File: src/reset_supervisor_regs.svh
// timing constants, widths and pin positions for the reset supervisor
//-----------------------------------------------------------------------
// Operation
// reset held low while converter disabled
// wait release hold time after faults end
// filtered undervoltage fault with hysteresis clear
// filtered overvoltage fault with hysteresis clear
// overvoltage stops switching, weak switch pulldown
// thermal fault from trip until recovery
// enable low faults until turn-on delay
// internal supply lockout fault with hysteresis
// soft start holds reset until target/limit
// soft-start-only lockout releases without hold time
// reset works down to minimum input
// partner drives enable low for shutdown
// release hold time nominally 2.1 ms
// deglitch filter nominally 26 us
// turn-on delay nominally 0.82 ms
// open-drain pulldown enable from faults/timer
//-----------------------------------------------------------------------
`ifndef RESET_SUPERVISOR_REGS_SVH
`define RESET_SUPERVISOR_REGS_SVH

// clock and timing figures in nanoseconds
`define CLK_PERIOD_NS        25
`define FILTER_TIME_NS       26000
`define RELEASE_HOLD_TIME_NS 2100000
`define TURN_ON_DELAY_NS     820000
`define SS_LIMIT_TIME_NS     3000000
// least time rounded up to whole cycles
`define NS_TO_CYC(ns) (((ns) + `CLK_PERIOD_NS - 1) / `CLK_PERIOD_NS)

// counter widths
`define CNT_W  18
`define FILT_W 11

// synchronised pin positions
`define SYNC_W        11
`define PIN_FB_UV     0
`define PIN_FB_UV_OK  1
`define PIN_FB_OV     2
`define PIN_FB_OV_OK  3
`define PIN_TEMP_TRIP 4
`define PIN_TEMP_OK   5
`define PIN_ENABLE    6
`define PIN_VCC_LOW   7
`define PIN_VCC_OK    8
`define PIN_TARGET    9
`define PIN_VIN_OK    10

`endif

File: src/reset_supervisor_pkg.sv
// types shared by the reset supervisor modules
package reset_supervisor_pkg;
`include "reset_supervisor_regs.svh"

  // release sequencing states
  typedef enum logic [3:0] {
    ST_FAULT = 4'h1,
    ST_HOLD  = 4'h2,
    ST_LOCK  = 4'h4,
    ST_OPEN  = 4'h8
  } supervise_e;

  // deglitch filter state
  typedef struct packed {
    logic [`FILT_W-1:0] cnt;
    logic               flag;
  } filter_s;

  // supervisor state
  typedef struct packed {
    logic [`SYNC_W-1:0] meta;
    logic [`SYNC_W-1:0] sync;
    logic               thermal;
    logic               vccFault;
    logic               enFault;
    logic [`CNT_W-1:0]  onCnt;
    logic               holdActive;
    logic [`CNT_W-1:0]  holdCnt;
    logic               ssActive;
    logic [`CNT_W-1:0]  ssCnt;
    supervise_e         state;
    logic               resetOe;
    logic               resetOut;
    logic               switchStop;
    logic               switchPulldown;
  } monitor_s;

endpackage : reset_supervisor_pkg

File: src/threshold_deglitch.sv
// deglitch filter with separate set and clear conditions
`timescale 1ns/100ps
`include "reset_supervisor_regs.svh"
module threshold_deglitch
  import reset_supervisor_pkg::*;
#(
  parameter logic [`FILT_W-1:0] FILT_CYC =
    `FILT_W'(`NS_TO_CYC(`FILTER_TIME_NS))
) (
  input  wire logic sys_clk,   // system clock
  input  wire logic rst_n,     // sync reset, active low
  input  wire logic setCond,   // condition that raises the flag
  input  wire logic clearCond, // condition that lowers the flag
  output logic      flag       // filtered fault flag
);

  filter_s st;
  filter_s next_st;

  //-----------------------------------------------------------------
  // filter
  //-----------------------------------------------------------------
  // condition must hold longer than the filter time
  // filter time count
  always_comb begin
    next_st = st;
    if (!st.flag) begin
      if (!setCond) begin
        next_st.cnt = '0;
      end else if (st.cnt == FILT_CYC) begin
        next_st.flag = 1'b1;
        next_st.cnt  = '0;
      end else begin
        next_st.cnt = st.cnt + `FILT_W'(1);
      end
    end else begin
      if (!clearCond) begin
        next_st.cnt = '0;
      end else if (st.cnt == FILT_CYC) begin
        next_st.flag = 1'b0;
        next_st.cnt  = '0;
      end else begin
        next_st.cnt = st.cnt + `FILT_W'(1);
      end
    end
    if (!rst_n) begin
      next_st = '0;
    end
  end

  // state register
  always_ff @(posedge sys_clk) begin
    st <= next_st;
  end

  assign flag = st.flag;
endmodule : threshold_deglitch

File: src/reset_supervisor_fault_monitor.sv
// reset supervisor combining fault sources into an open-drain reset
`timescale 1ns/100ps
`include "reset_supervisor_regs.svh"
module reset_supervisor_fault_monitor
  import reset_supervisor_pkg::*;
#(
  parameter logic [`CNT_W-1:0] RELEASE_CYC =
    `CNT_W'(`NS_TO_CYC(`RELEASE_HOLD_TIME_NS)),
  parameter logic [`CNT_W-1:0] TURN_ON_CYC =
    `CNT_W'(`NS_TO_CYC(`TURN_ON_DELAY_NS)),
  parameter logic [`CNT_W-1:0] SS_LIMIT_CYC =
    `CNT_W'(`NS_TO_CYC(`SS_LIMIT_TIME_NS)),
  parameter logic [`FILT_W-1:0] FILT_CYC =
    `FILT_W'(`NS_TO_CYC(`FILTER_TIME_NS))
) (
  input  wire logic sys_clk,          // system clock
  input  wire logic rst_n,            // sync reset, active low
  input  wire logic fbBelowUv,        // feedback under uv trip level
  input  wire logic fbAboveUvHyst,    // feedback over uv level plus hyst
  input  wire logic fbAboveOv,        // feedback over ov trip level
  input  wire logic fbBelowOvHyst,    // feedback under ov level less hyst
  input  wire logic tempAboveTrip,    // junction over thermal trip temp
  input  wire logic tempBelowRecover, // junction under recover temp
  input  wire logic enableHigh,       // enable pin above threshold
  input  wire logic vccBelowLockout,  // supply under lockout less hyst
  input  wire logic vccAboveLockout,  // supply over lockout level
  input  wire logic outputAtTarget,   // output reached full voltage
  input  wire logic vinAboveMin,      // input high enough for reset
  output logic      resetOut,         // reset pin level when driven
  output logic      resetOe,          // reset pulldown enable
  output logic      switchStop,       // stop switching
  output logic      switchPulldown    // weak switch node pulldown
);

  monitor_s           st;
  monitor_s           next_st;
  logic [`SYNC_W-1:0] pins;
  logic               uvFlag;
  logic               ovFlag;
  logic               stopped;
  logic               hardFault;

  //-----------------------------------------------------------------
  // pin gathering and feedback filters
  //-----------------------------------------------------------------
  // asynchronous comparator levels into one vector
  always_comb begin
    pins                 = '0;
    pins[`PIN_FB_UV]     = fbBelowUv;
    pins[`PIN_FB_UV_OK]  = fbAboveUvHyst;
    pins[`PIN_FB_OV]     = fbAboveOv;
    pins[`PIN_FB_OV_OK]  = fbBelowOvHyst;
    pins[`PIN_TEMP_TRIP] = tempAboveTrip;
    pins[`PIN_TEMP_OK]   = tempBelowRecover;
    pins[`PIN_ENABLE]    = enableHigh;
    pins[`PIN_VCC_LOW]   = vccBelowLockout;
    pins[`PIN_VCC_OK]    = vccAboveLockout;
    pins[`PIN_TARGET]    = outputAtTarget;
    pins[`PIN_VIN_OK]    = vinAboveMin;
  end

  // undervoltage filter
  threshold_deglitch #(
    .FILT_CYC (FILT_CYC)
  ) uvFilter (
    .sys_clk   (sys_clk),
    .rst_n     (rst_n),
    .setCond   (st.sync[`PIN_FB_UV]),
    .clearCond (st.sync[`PIN_FB_UV_OK]),
    .flag      (uvFlag)
  );

  // overvoltage filter
  threshold_deglitch #(
    .FILT_CYC (FILT_CYC)
  ) ovFilter (
    .sys_clk   (sys_clk),
    .rst_n     (rst_n),
    .setCond   (st.sync[`PIN_FB_OV]),
    .clearCond (st.sync[`PIN_FB_OV_OK]),
    .flag      (ovFlag)
  );

  // converter not switching, and any fault that restarts the hold
  assign stopped   = st.thermal | st.vccFault | st.enFault;
  assign hardFault = stopped | uvFlag | ovFlag;

  //-----------------------------------------------------------------
  // next state
  //-----------------------------------------------------------------
  always_comb begin
    next_st = st;
    // two-flop synchroniser
    next_st.meta = pins;
    next_st.sync = st.meta;

    // thermal trip, set wins
    if (st.sync[`PIN_TEMP_TRIP]) begin
      next_st.thermal = 1'b1;
    end else if (st.sync[`PIN_TEMP_OK]) begin
      next_st.thermal = 1'b0;
    end

    // supply lockout, set wins
    if (st.sync[`PIN_VCC_LOW]) begin
      next_st.vccFault = 1'b1;
    end else if (st.sync[`PIN_VCC_OK]) begin
      next_st.vccFault = 1'b0;
    end

    // enable low then turn-on delay
    if (!st.sync[`PIN_ENABLE]) begin
      next_st.enFault = 1'b1;
      next_st.onCnt   = '0;
    end else if (st.enFault) begin
      if (st.onCnt == TURN_ON_CYC - `CNT_W'(1)) begin
        next_st.enFault = 1'b0;
      end else begin
        next_st.onCnt = st.onCnt + `CNT_W'(1);
      end
    end

    // soft-start lockout until target or limit
    if (stopped) begin
      next_st.ssActive = 1'b1;
      next_st.ssCnt    = '0;
    end else if (st.ssActive) begin
      if (st.sync[`PIN_TARGET] ||
          st.ssCnt == SS_LIMIT_CYC - `CNT_W'(1)) begin
        next_st.ssActive = 1'b0;
      end else begin
        next_st.ssCnt = st.ssCnt + `CNT_W'(1);
      end
    end

    // release hold restarts on any fault
    if (hardFault) begin
      next_st.holdActive = 1'b1;
      next_st.holdCnt    = '0;
    end else if (st.holdActive) begin
      if (st.holdCnt == RELEASE_CYC - `CNT_W'(1)) begin
        next_st.holdActive = 1'b0;
      end else begin
        next_st.holdCnt = st.holdCnt + `CNT_W'(1);
      end
    end

    // lockout alone needs no hold
    case (st.state)
      ST_FAULT: begin
        if (!hardFault) begin
          next_st.state = ST_HOLD;
        end
      end
      ST_HOLD: begin
        if (hardFault) begin
          next_st.state = ST_FAULT;
        end else if (!st.holdActive) begin
          next_st.state = st.ssActive ? ST_LOCK : ST_OPEN;
        end
      end
      ST_LOCK: begin
        if (hardFault) begin
          next_st.state = ST_FAULT;
        end else if (!st.ssActive) begin
          next_st.state = ST_OPEN;
        end
      end
      ST_OPEN: begin
        if (hardFault) begin
          next_st.state = ST_FAULT;
        end else if (st.ssActive) begin
          next_st.state = ST_LOCK;
        end
      end
      default: begin
        next_st.state = ST_FAULT;
      end
    endcase

    // pulldown while any cause is active
    next_st.resetOut = 1'b0;
    next_st.resetOe  = st.sync[`PIN_VIN_OK] &
                       (hardFault | st.holdActive | st.ssActive);

    // overvoltage stops switching and pulls node down
    next_st.switchStop     = stopped | ovFlag;
    next_st.switchPulldown = ovFlag;

    // synchronous reset to safe state
    if (!rst_n) begin
      next_st            = '0;
      next_st.state      = ST_FAULT;
      next_st.enFault    = 1'b1;
      next_st.ssActive   = 1'b1;
      next_st.holdActive = 1'b1;
      next_st.switchStop = 1'b1;
    end
  end

  // state register
  always_ff @(posedge sys_clk) begin
    st <= next_st;
  end

  // outputs straight from flops
  assign resetOut       = st.resetOut;
  assign resetOe        = st.resetOe;
  assign switchStop     = st.switchStop;
  assign switchPulldown = st.switchPulldown;
endmodule : reset_supervisor_fault_monitor

File: config.mk
export PLATFORM = sky130hd
export DESIGN_NAME = reset_supervisor_fault_monitor
export DESIGN_NICKNAME = d
export VERILOG_FILES = /design/src/reset_supervisor_pkg.sv /design/src/threshold_deglitch.sv /design/src/reset_supervisor_fault_monitor.sv
export VERILOG_INCLUDE_DIRS = /design/src /design/src/src
export SDC_FILE = /design/constraint.sdc
export NUM_CORES = 1
export LEC_CHECK = 0
export CAP_MARGIN = 5
export CORE_MARGIN = 4
export CORE_UTILIZATION = 55
export CTS_CLUSTER_DIAMETER = 80
export DETAILED_ROUTE_END_ITERATION = 16
export DONT_BUFFER_PORTS = 1
export HOLD_SLACK_MARGIN = 0.08
export PLACE_DENSITY = 0.7
export SLEW_MARGIN = 5
export SYNTH_ARGS = -nofsm -noshare
export SYNTH_HDL_FRONTEND = slang
export SYNTH_SLANG_ARGS = --single-unit
File: constraint.sdc
create_clock -name sys_clk -period 2.05 [get_ports sys_clk]
set_input_delay 0.41 -clock sys_clk [delete_from_list [all_inputs] [get_ports sys_clk]]
set_output_delay 0.41 -clock sys_clk [all_outputs]
set_load 0.005 [all_outputs]
Word level (Yosys, flattened, before mapping)

Index checks and enable logic that the tools add are counted.

Add/subtract/negate cells: 5
Reductions and logical operators: 9
Eq/ne operators: 5
Multiplexer cells: 29
Bitwise gates (word level): 12

Operators with widths:

| cell                    | count |
|---|---|
| $mux W11                | 6 |
| $mux W19                | 3 |
| $add A18 B1 Y18 const B | 3 |
| $mux W18                | 3 |
| $eq A18 B17 Y1 const B  | 2 |
| $mux W12                | 2 |
| $add A11 B1 Y11 const B | 2 |
| $eq A11 B11 Y1 const B  | 2 |
| $eq A18 B16 Y1 const B  | 1 |
| $mux W1                 | 15 |
| $reduce_and A2 Y1       | 4 |
| $or A1 B1 Y1            | 7 |
| $not A1 Y1              | 4 |
| $reduce_bool A2 Y1      | 2 |
| $reduce_or A2 Y1        | 2 |
| $and A1 B1 Y1           | 1 |
| $logic_or A1 B1 Y1      | 1 |

Logic and storage cells: 78
Output and inout port bits: 4
Register bits after elaboration: 109

Longest topological paths before layout

Gate-level depths: netlist of the first run.

Depth after elaboration: 7
Gate-level depth with buffers: 8

By module

A second synthesis of the first run with hierarchy kept.

Cell total of the unflattened synthesis: 505
Area, all modules: 4561.9 µm²

By module, submodules not included:

| module                         | cells an instance | times used | seq. area each (µm²) | area an instance (µm²) |
|---|---|---|---|---|
| reset_supervisor_fault_monitor | 377               | 1          | 1681.6               | 3400.8 |
| threshold_deglitch             | 64                | 2          | 240.2                | 580.6 |

Worst setup path after synthesis of the first run

No wires, ideal clock.

Path type: input to register
Start: in rst_n
End: reg st[30] (netlist bit)
Slack: 0.335 ns
Data arrival time: 1.656 ns
Required time: 1.990 ns
Library setup time: 0.060 ns
Stages on the path: 6
Path buffers: 2
Path through: buf_2 > nand2_2 > or3_1 > buf_2 > or4_1 > nand2_1

Longest elaborated chain between the ends: 2

RTL lines:

| what                              | line                                  | text |
|---|---|---|
| from (decl)                       | reset_supervisor_fault_monitor.sv:17  | `input wire logic rst_n,` |
| $not A1 Y1 (no source line)       | n/a                                   |  |
| $reduce_or A2 Y1 (no source line) | n/a                                   |  |
| to (signal assigned)              | reset_supervisor_fault_monitor.sv:203 | `st <= next_st;` |
| to (decl)                         | reset_supervisor_fault_monitor.sv:35  | `monitor_s st;` |

Every way passes these cells.
A chain may end at the register's enable or synchronous reset.

Final worst setup path of the first run

Start: reg st[55] (netlist bit)
End: reg st[47] (netlist bit)

Longest elaborated chain between the ends: 3

RTL lines:

| what                               | line                                  | text |
|---|---|---|
| $eq A18 B16 Y1                     | reset_supervisor_fault_monitor.sv:116 | `` if (st.onCnt == TURN_ON_CYC - `CNT_W'(1)) begin `` |
| $not A1 Y1 (no source line)        | n/a                                   |  |
| $reduce_and A2 Y1 (no source line) | n/a                                   |  |

Every way passes these cells.

==> flow_metrics.env, run 1 <==
export IMPL_outcome="completed"
export IMPL_syn2layout_area_growth_pct=6.96
export IMPL_drv_cap=0
export IMPL_drive_gt1_frac=0.0660
export IMPL_numClockSinks=108
export IMPL_layout_nets=515
export IMPL_grt_pass1_wl_um=13800
export IMPL_io_pins=17
export IMPL_first_pass_iters=4
export IMPL_regArea_um2=2160
export IMPL_synth_top_cells_by_count="108 x dfxtp_1, 63 x nor2_1, 40 x xor2_1, 37 x nand3_1, 29 x nand2_1"
export IMPL_drc=0
export IMPL_antenna_found_initial=0
export IMPL_async_flop_share=0
export IMPL_gr_usage_met1=0.215
export IMPL_clock_skew_ns=0.00936
export IMPL_htree_levels=3
export IMPL_end_kind="register"
export IMPL_grt_pass1_vias=3156
export IMPL_wl_per_cell_um=12.7
export IMPL_dp_hpwl_um=5350
export IMPL_fill_cells=694
export IMPL_ir_worst_vdd_mv=0.401
export IMPL_synth_flop_cell="dfxtp_1"
export IMPL_grt_met3_usage=0.0414
export IMPL_syn_nets=510
export IMPL_max_clock_path_buffers=2
export IMPL_critPathLaunchType="register"
export IMPL_netlist_area_leader_share=0.487
export IMPL_synth_edf_count=0
export IMPL_grt_max_degree=36
export IMPL_fp_coreArea_um2=7810
export IMPL_cts_tree="yes"
export IMPL_initial_core_util=0.569
export IMPL_post_route_period_util=0.904
export IMPL_path_cells="nor4_1 -> nand4_1 -> o21ai_1 -> mux2i_1 -> nor2_1"
export IMPL_power_density_nw_per_um2=700
export IMPL_crit_slowest_cell="o21ai_1"
export IMPL_p_sw_frac=0.219
export IMPL_ys_top_cells_by_area="dfxtp_1 49%, xor2_1 7.9%, nor2_1 5.3%, nand3_1 4.2%, and2_1 3.5%"
export IMPL_multi_input_area_um2=2160
export IMPL_finalCriticalPeriod_ns=1.85
export IMPL_cp_max_fo=10
export IMPL_p_clk_frac=0.348
export IMPL_relSlewSlack=0.657
export IMPL_rsz0062_at_grt="false"
export IMPL_yosysMostFrequentCell="dfxtp_1"
export IMPL_vias=3247
export IMPL_dpl_cell_area_um2=4570
export IMPL_wl_um=7650
export IMPL_numCtsBuffers=9
export IMPL_clk_pin_slew_ns=0.10
export IMPL_critPathArrivalTime_ns=2.11
export IMPL_overflow=0
export IMPL_clock_tree_root_cell="clkbuf_8"
export IMPL_grt_use_total=0.170
export IMPL_use_met2=0.282
export IMPL_die_y_um=97.8
export IMPL_hold_class="in -> reg"
export IMPL_ys_ff_latch=108
export IMPL_hold_viol=0
export IMPL_pwr_share_seq=0.641
export IMPL_cts_hold_buf=0
export IMPL_finalMaxSlewViolations=0
export IMPL_synth_largest_area_cell="dfxtp_1"
export IMPL_top_usage_layer="met2"
export IMPL_combPwrFrac=0.011
export IMPL_routed_via_density=5.39
export IMPL_synth_cell_type_count=45
export IMPL_p_switching_uw=728
export IMPL_fin_setup_tns_ns=0
export IMPL_required_ns=2.30
export IMPL_drtIter0Drc=92
export IMPL_yosys_warnings=0
export IMPL_worstSkewPairLatency_ns=0.36
export IMPL_port_buffers=0
export IMPL_num_rows=32
export IMPL_slowest_delay_ns=0.39
export IMPL_max_freq_ghz=0.539
export IMPL_p_int_uw=2590
export IMPL_ys_seq_area_frac=0.487
export IMPL_worst_slew_pin_slew_ns=0.510
export IMPL_syn_area_per_cell_um2=9.06
export IMPL_ant_nets=0
export IMPL_syn_area_um2=4440
export IMPL_critPathKind="reg -> reg"
export IMPL_synthesis_instances=490
export IMPL_die_x_um=97.8
export IMPL_setup_viol=0
export IMPL_stdcell_area_um2=4750
export IMPL_antenna_diode_count=0
export IMPL_dieArea_um2=9570
export IMPL_p_leak_uw=0.00157
export IMPL_gp_congestion=0.896
==> worst max-delay path: cells and delay by family (launching register included) <==
| family | cells | cell delay, ns |
|---|---|---|
| mux | 1 | 0.22 |
| simple gates | 3 | 0.77 |
| compound gates | 1 | 0.39 |
| flops | 1 | 0.36 |
==> metal layers <==
layer | wire [µm] | vias to the layer above
met5 | 0 | -
met4 | 82 | 0
met3 | 263 | 8
met2 | 3700 | 48
met1 | 3600 | 1486
li1 | - | 1705
==> power groups by stage <==
stage	sequential (µW)	combinational [µW]	clock, µW
after global placement	2180	34.3	0
after CTS	2130	36.1	1200
final	2130	35.4	1160
after floorplan	2180	38.5	0
after detailed placement	2180	35.9	0
after global routing	2130	41.2	1290
==> layout by cell type, fill, tap and decap left out, types with 7 or more instances in the layout <==
cell type and n:
dfxtp_1 108, nor2_1 63, xor2_1 40, nand3_1 37
nand2_1 29, and2_1 25, nand4_1 18, a21oi_1 16
inv_1 14, o21ai_0 13, or3_1 13, and3_1 11
xnor2_1 11, clkbuf_8 9, buf_4 9, nor4_1 8
o21ai_1 8, ha_1 7
==> logic make-up after synthesis <==
group | share of synthesized area
and+or+nand+nor | 0.291
DFF | 0.487
AOI/OAI and AO/OA | 0.0662
xor gates and xnor gates | 0.101
buffers and inverters | 0.0273
adders and majority gates | 0.0197
muxes | 0.00733
other | 0.000845
==> state kept, by name (all words and copies together) (netlist names) <==
name	flops
st	81
ovFilter.st	11
uvFilter.st	11
ovFilter.flag	1
resetOe	1
switchPulldown	1
switchStop	1
uvFilter.flag	1
==> path summary, 6_finish.rpt <==
check	depth (start not counted)	end	startpoint	slack, ns
setup / recovery	5	st[47]$_SDFFE_PN0P_	st[55]$_SDFFE_PN0P_	0.20
hold / removal	1	st[64]$_SDFF_PN1_	rst_n	0.12
setup reg to reg	5	st[47]$_SDFFE_PN0P_	st[55]$_SDFFE_PN0P_	0.20
hold reg to reg	1	st[70]$_SDFF_PN0_	st[81]$_SDFF_PN0_	0.44
==> stage by stage <==
stage	instances	util	worst slack [ns]	hold slack [ns]	total power, µW
floorplan	490	-	0.335	0.396	2220
global route	602	0.608	0.0531	0.103	3470
finish	602	0.608	0.196	0.124	3320
detailed placement	586	0.585	0.234	0.420	2220
CTS	602	0.607	0.214	0.108	3370
global placement	586	0.585	0.327	0.415	2210
==> what timing repair did <==
action / CTS / global route
resized for setup: 0 / 1
endpoints found under the setup margin: 0 / 1
buffers inserted: 0 / 0
==> cell type report <==
type,instances,share of cell area
Sequential cell,108,0.455
Inverter,14,0.0111
Multi-Input combinational cell,353,0.455
Tap cell,102,0.0269
Clock buffer,10,0.0269
Clock inverter,6,0.0103
Timing Repair Buffer,9,0.0142
No activity file was read; power rests on OpenSTA's default activity.
==> inputs of run 2 (changes only) <==
- CORE_UTILIZATION: 55 -> 50
- PLACE_DENSITY: 0.7 -> default
- SYNTH_HIERARCHICAL: default -> 1
==> run 2 against run 1 <==
Critical path depth unchanged. Synthesized cell count up 3.1%. Non-clock buffer count down 2. Combinational power up 2%. Clock-buffer cell count up 1. Synthesized area up 2.8%. Utilization down 5.3 points. Largest cell class is now multi-input gates. Highest routed layer unchanged. Via count up 5.4%. Critical path type unchanged. Largest power group unchanged. Cell area up 3.0%.
==> flow_metrics.env, run 2 <==
export IMPL_syn_area_per_cell_um2=9.03
export IMPL_holdPathStages=1
export IMPL_dr_max_layer_used="met4"
export IMPL_final_cell_mix="108 x dfxtp_1, 52 x nor2_1, 32 x nand3_1"
export IMPL_grt_pass1_wl_um=14400
export IMPL_relSlewSlack=0.618
export IMPL_synth_edf_count=0
export IMPL_end_kind="register"
export IMPL_ys_seq_area_frac=0.474
export IMPL_antenna_diode_count=0
export IMPL_clk_pin_slew_ns=0.10
export IMPL_first_pass_iters=4
export IMPL_min_to="st[85]$_SDFF_PN0_"
export IMPL_regMostFlops="st"
export IMPL_syn_nets=525
export IMPL_gp_congestion=0.787
export IMPL_reg2reg_to="uvFilter/st[3]$_SDFF_PN0_"
export IMPL_hold_viol=0
export IMPL_yosys_warnings=6
export IMPL_grt_max_degree=37
export IMPL_met2_length_um=3550
export IMPL_initial_core_util=0.518
export IMPL_path_cells="inv_1 -> ha_1 -> nor4bb_1 -> a311o_1 -> nor2_1"
export IMPL_reg2reg_from="uvFilter/st[1]$_SDFF_PN0_"
export IMPL_antenna_found_initial=0
export IMPL_critPathLaunchType="register"
export IMPL_fp_coreArea_um2=8810
export IMPL_wl_per_cell_um=12.7
export IMPL_clock_skew_ns=0.0120
export IMPL_drtIter0Drc=119
export IMPL_reg2regPathDepth=5
export IMPL_critPathArrivalTime_ns=1.99
export IMPL_io_pins=17
export IMPL_die_x_um=104
export IMPL_syn2layout_area_growth_pct=7.21
export IMPL_routed_via_density=5.48
export IMPL_setup_viol=0
export IMPL_num_rows=34
export IMPL_vias=3422
export IMPL_reg_top3="st (81), ovFilter/st (11), uvFilter/st (11)"
export IMPL_worstSkewPairLatency_ns=0.36
export IMPL_grt_use_total=0.157
export IMPL_drv_cap=0
export IMPL_crit_slowest_cell="a311o_1"
export IMPL_hold_path_startpoint="rst_n"
export IMPL_ys_ff_latch=108
export IMPL_worst_slew_pin_slew_ns=0.565
export IMPL_fin_setup_tns_ns=0
export IMPL_finalCriticalPeriod_ns=1.74
export IMPL_numCtsBuffers=9
export IMPL_ys_top_cells_by_area="dfxtp_1 47%, nor2_1 4.3%, and2_1 3.7%, xor2_1 3.6%, nand3_1 3.5%"
export IMPL_synthesis_instances=505
export IMPL_port_buffers=0
export IMPL_max_freq_ghz=0.574
export IMPL_post_cts_buffers=0
export IMPL_synth_cell_type_count=49
export IMPL_r2r_slack_ns=0.31
export IMPL_htree_levels=3
export IMPL_yosysMostFrequentCell="dfxtp_1"
export IMPL_wl_met3_um=250
export IMPL_numClockSinks=108
export IMPL_layout_commonest_cell="dfxtp_1"
export IMPL_p_leak_uw=0.00161
export IMPL_rsz0062_at_grt="false"
export IMPL_syn_area_um2=4560
export IMPL_synth_largest_area_cell="dfxtp_1"
export IMPL_async_flop_share=0
export IMPL_synth_top_cells_by_count="108 x dfxtp_1, 52 x nor2_1, 32 x nand3_1, 29 x a21oi_1"
export IMPL_layout_nets=532
export IMPL_required_ns=2.30
export IMPL_ir_worst_vdd_mv=0.319
export IMPL_ant_nets=0
export IMPL_post_route_period_util=0.850
export IMPL_hold_ws_ns=0.162
export IMPL_finalMaxSlewViolations=0
export IMPL_cts_tree="yes"
export IMPL_power_density_nw_per_um2=698
export IMPL_hold_class="in -> reg"
export IMPL_outcome="completed"
export IMPL_cp_max_fo=11
export IMPL_slowest_delay_ns=0.54
export IMPL_overflow=0
export IMPL_wl_um=7930
export IMPL_wl_met1_um=4050
export IMPL_drive_gt1_frac=0.0754
export IMPL_dieArea_um2=10700
export IMPL_fill_cells=818
export IMPL_grt_pass1_vias=3247
export IMPL_die_y_um=104
export IMPL_clock_tree_root_cell="clkbuf_8"
export IMPL_max_clock_path_buffers=2
export IMPL_dp_hpwl_um=5580
export IMPL_largest_reg_flops=81
export IMPL_cts_hold_buf=0
export IMPL_netlist_area_leader_share=0.474
export IMPL_synth_flop_cell="dfxtp_1"
export IMPL_cts_resized=0
export IMPL_critPathKind="reg -> reg"
export IMPL_drc=0
==> run 2: cell type report <==
| type | instances | area (µm²) | area share |
|---|---|---|---|
| Clock buffer | 11 | 151 | 0.0310 |
| Clock inverter | 5 | 43.8 | 0.00895 |
| Inverter | 16 | 60.1 | 0.0123 |
| Multi-Input combinational cell | 370 | 2290 | 0.467 |
| Sequential cell | 108 | 2160 | 0.442 |
| Tap cell | 108 | 135 | 0.0276 |
| Timing Repair Buffer | 7 | 52.6 | 0.0107 |
==> run 2: worst max-delay path: cells and delay by family, from the launching register on <==
family / cells / cell delay [ns]
flops: 1 / 0.37
compound gates: 1 / 0.54
simple gates: 2 / 0.52
fa+ha+maj: 1 / 0.13
buf+inv: 1 / 0.07
==> run 2: kinds of logic after synthesis <==
| group | synth area share |
|---|---|
| adders and majority gates | 0.0192 |
| other | 0.000822 |
| xor gates and xnor gates | 0.0653 |
| and+or+nand+nor | 0.300 |
| buffers and inverters | 0.0250 |
| DFF | 0.474 |
| muxes | 0.00658 |
| AOI/OAI and AO/OA | 0.110 |
==> run 2: metrics by stage <==
stage                     power, µW  setup slack, ns  instances  area [µm²]  utilization
after global routing           3580            0.103        625        4890        0.555
after CTS                      3480            0.291        625        4890        0.555
after detailed placement       2220            0.302        609        4700        0.533
final                          3410            0.307        625        4890        0.555
after floorplan                2210            0.351        505        4560            -
after global placement         2220            0.319        609        4700        0.533
==> run 2: worst max path at each step <==
stage                                    from                         to  slack, ns  depth (start not counted)
floorplan                 st[65]$_SDFFE_PN0P_        st[44]$_SDFFE_PP0P_       0.35                          6
global placement          st[52]$_SDFFE_PN0P_        st[63]$_SDFFE_PN0P_       0.32                          5
detailed placement  uvFilter/st[1]$_SDFF_PN0_  uvFilter/st[3]$_SDFF_PN0_       0.30                          5
CTS                 uvFilter/st[1]$_SDFF_PN0_  uvFilter/st[3]$_SDFF_PN0_       0.29                          5
global route        uvFilter/st[1]$_SDFF_PN0_  uvFilter/st[5]$_SDFF_PN0_       0.10                          5
finish              uvFilter/st[1]$_SDFF_PN0_  uvFilter/st[3]$_SDFF_PN0_       0.31                          5
==> run 2: routing by layer <==
metal | vias to the layer above | global-route usage
met5 | - | 0
met4 | 0 | 0.0418
met3 | 5 | 0.0442
met2 | 38 | 0.258
met1 | 1570 | 0.205
li1 | 1809 | -
==> run 2: report_power, final <==
group | internal, µW | leakage [µW] | total [µW] | switching [µW]
Combinational | 18.4 | 0.000631 | 36.2 | 17.8
Clock | 524 | 0.000101 | 1250 | 722
Sequential | 2120 | 0.000875 | 2130 | 10.1
==> inputs of run 3 (changes only) <==
- GPL_TIMING_DRIVEN: default -> 0
==> run 3 against run 2 <==
Worst setup slack worse by 0.17 ns. Combinational power rose by 30%. Clock skew grew 0.00080 ns. Via count up 2.7%. Utilization grew 0.31 points. Total power grew 3.3%. Die area unchanged. Critical path depth rose by 1. Cell area up 0.56%. Flip-flop and latch count did not move. Non-clock buffer count up 5.
==> flow_metrics.env, run 3 (synthesized netlist as in run 2, its figures left out) <==
export IMPL_hold_viol=0
export IMPL_outcome="completed"
export IMPL_grt_pass1_wl_um=14100
export IMPL_drive_gt1_frac=0.0747
export IMPL_worst_slew_pin_slew_ns=0.609
export IMPL_worstSkewPairLatency_ns=0.38
export IMPL_cts_tree="yes"
export IMPL_critPathKind="reg -> reg"
export IMPL_io_pins=17
export IMPL_wl_met3_um=314
export IMPL_grt_max_degree=20
export IMPL_drtIter0Drc=128
export IMPL_hold_class="in -> reg"
export IMPL_wl_met1_um=4210
export IMPL_p_leak_uw=0.00161
export IMPL_dieArea_um2=10700
export IMPL_reg_top3="st (81), ovFilter/st (11), uvFilter/st (11)"
export IMPL_regArea_um2=2160
export IMPL_critPathLaunchType="register"
export IMPL_required_ns=2.37
export IMPL_multi_input_area_um2=2300
export IMPL_wl_um=8360
export IMPL_final_cell_mix="108 x dfxtp_1, 52 x nor2_1, 32 x nand3_1"
export IMPL_fin_util=0.559
export IMPL_port_buffers=0
export IMPL_critPathArrivalTime_ns=2.24
export IMPL_crit_slowest_cell="or4_1"
export IMPL_htree_levels=3
export IMPL_fp_coreArea_um2=8810
export IMPL_drv_cap=0
export IMPL_drc=0
export IMPL_dpl_cell_area_um2=4700
export IMPL_max_freq_ghz=0.523
export IMPL_power_density_nw_per_um2=717
export IMPL_numCtsBuffers=9
export IMPL_num_rows=34
export IMPL_ant_nets=0
export IMPL_end_kind="register"
export IMPL_slowest_delay_ns=0.50
export IMPL_path_cells="nor3_4 -> nand2_2 -> or3_1 -> clkbuf_2 -> or4_1 -> nand2_1"
export IMPL_setup_ws_ns=0.138
export IMPL_fin_setup_tns_ns=0
export IMPL_first_pass_iters=4
export IMPL_layout_nets=537
export IMPL_relSlewSlack=0.591
export IMPL_max_clock_path_buffers=2
export IMPL_fill_cells=830
export IMPL_syn2layout_area_growth_pct=7.82
export IMPL_initial_core_util=0.518
export IMPL_clock_tree_root_cell="clkbuf_8"
export IMPL_wl_per_cell_um=13.3
export IMPL_largest_reg_flops=81
export IMPL_preCtsSetupSlack_ns=0.119
export IMPL_dp_hpwl_um=5860
export IMPL_cp_max_fo=10
export IMPL_antenna_found_initial=0
export IMPL_die_x_um=104
export IMPL_finalCriticalPeriod_ns=1.91
export IMPL_numClockSinks=108
export IMPL_clk_pin_slew_ns=0.11
export IMPL_layout_commonest_cell="dfxtp_1"
export IMPL_stdcell_area_um2=4920
export IMPL_gp_congestion=0.789
export IMPL_met2_length_um=3740
export IMPL_finalMaxSlewViolations=0
export IMPL_overflow=0
export IMPL_post_route_period_util=0.932
export IMPL_p_total_uw=3530
export IMPL_vias=3514
export IMPL_regMostFlops="st"
export IMPL_setup_viol=0
export IMPL_antenna_diode_count=0
export IMPL_ir_worst_vdd_mv=0.371
export IMPL_die_y_um=104
export IMPL_clock_skew_ns=0.0128
export IMPL_routed_via_density=5.58
export IMPL_dr_max_layer_used="met4"
export IMPL_grt_pass1_vias=3122
export IMPL_grt_use_total=0.156
==> run 3: cell types whose count changed in the layout (fill, tap and decap cells not counted), sizes merged <==
| cell | previous run | this run |
|---|---|---|
| clkbuf | 11 | 15 |
| clkinv | 3 | 1 |
| inv | 18 | 20 |
| buf | 7 | 6 |
| bufinv | 0 | 1 |
| clkinvlp | 0 | 1 |
==> run 3: worst paths after layout <==
check / depth (start not counted) / end / from / slack (ns)
setup / recovery: 6 / st[44]$_SDFFE_PP0P_ / st[64]$_SDFF_PN1_ / 0.14
hold / removal: 1 / st[84]$_SDFF_PN0_ / enableHigh / 0.15
setup reg to reg: 6 / st[44]$_SDFFE_PP0P_ / st[64]$_SDFF_PN1_ / 0.14
hold reg to reg: 1 / st[77]$_SDFF_PN0_ / st[88]$_SDFF_PN0_ / 0.44
==> run 3: timing repair <==
action                     4_1_cts  5_1_grt
hold buffers                     0        0
setup endpoints to repair        0        8
gates resized for setup          0        2
hold endpoints to repair         0        0
buffers inserted                 0        1
==> run 3: layout make-up <==
class	instances	share of cell area
timing repair buffer	1	0.00153
inverter	16	0.0122
tap	108	0.0275
sequential	108	0.440
clock buffer	9	0.0252
multi-input combinational	370	0.467
buffer	11	0.0109
clock inverter	7	0.0163
==> run 3: routing by layer <==
layer / vias up / GRT usage
met2: 42 / 0.250
met3: 9 / 0.0479
li1: 1832 / -
met1: 1631 / 0.208
met4: 0 / 0.0399
met5: - / 0
==> run 3: report_power, final <==
part	switching (µW)	internal, µW	total [µW]	leakage [µW]
registers	10.2	2120	2130	0.000875
clock network	762	585	1350	0.000103
logic	25.8	21.4	47.2	0.000629
==> run 3: worst max-delay path, delay by kind of cell (launching register included) <==
| kind | cells | cell delay [ns] |
|---|---|---|
| buffers and inverters | 1 | 0.17 |
| DFF | 1 | 0.41 |
| and+or+nand+nor | 5 | 1.28 |
==> run 3: stage by stage <==
step / std cells / hold slack [ns]
2_1_floorplan: 505 / 0.397
3_3_place_gp: 613 / 0.418
3_5_place_dp: 613 / 0.418
4_1_cts: 629 / 0.131
5_1_grt: 630 / 0.119
6_report: 630 / 0.149
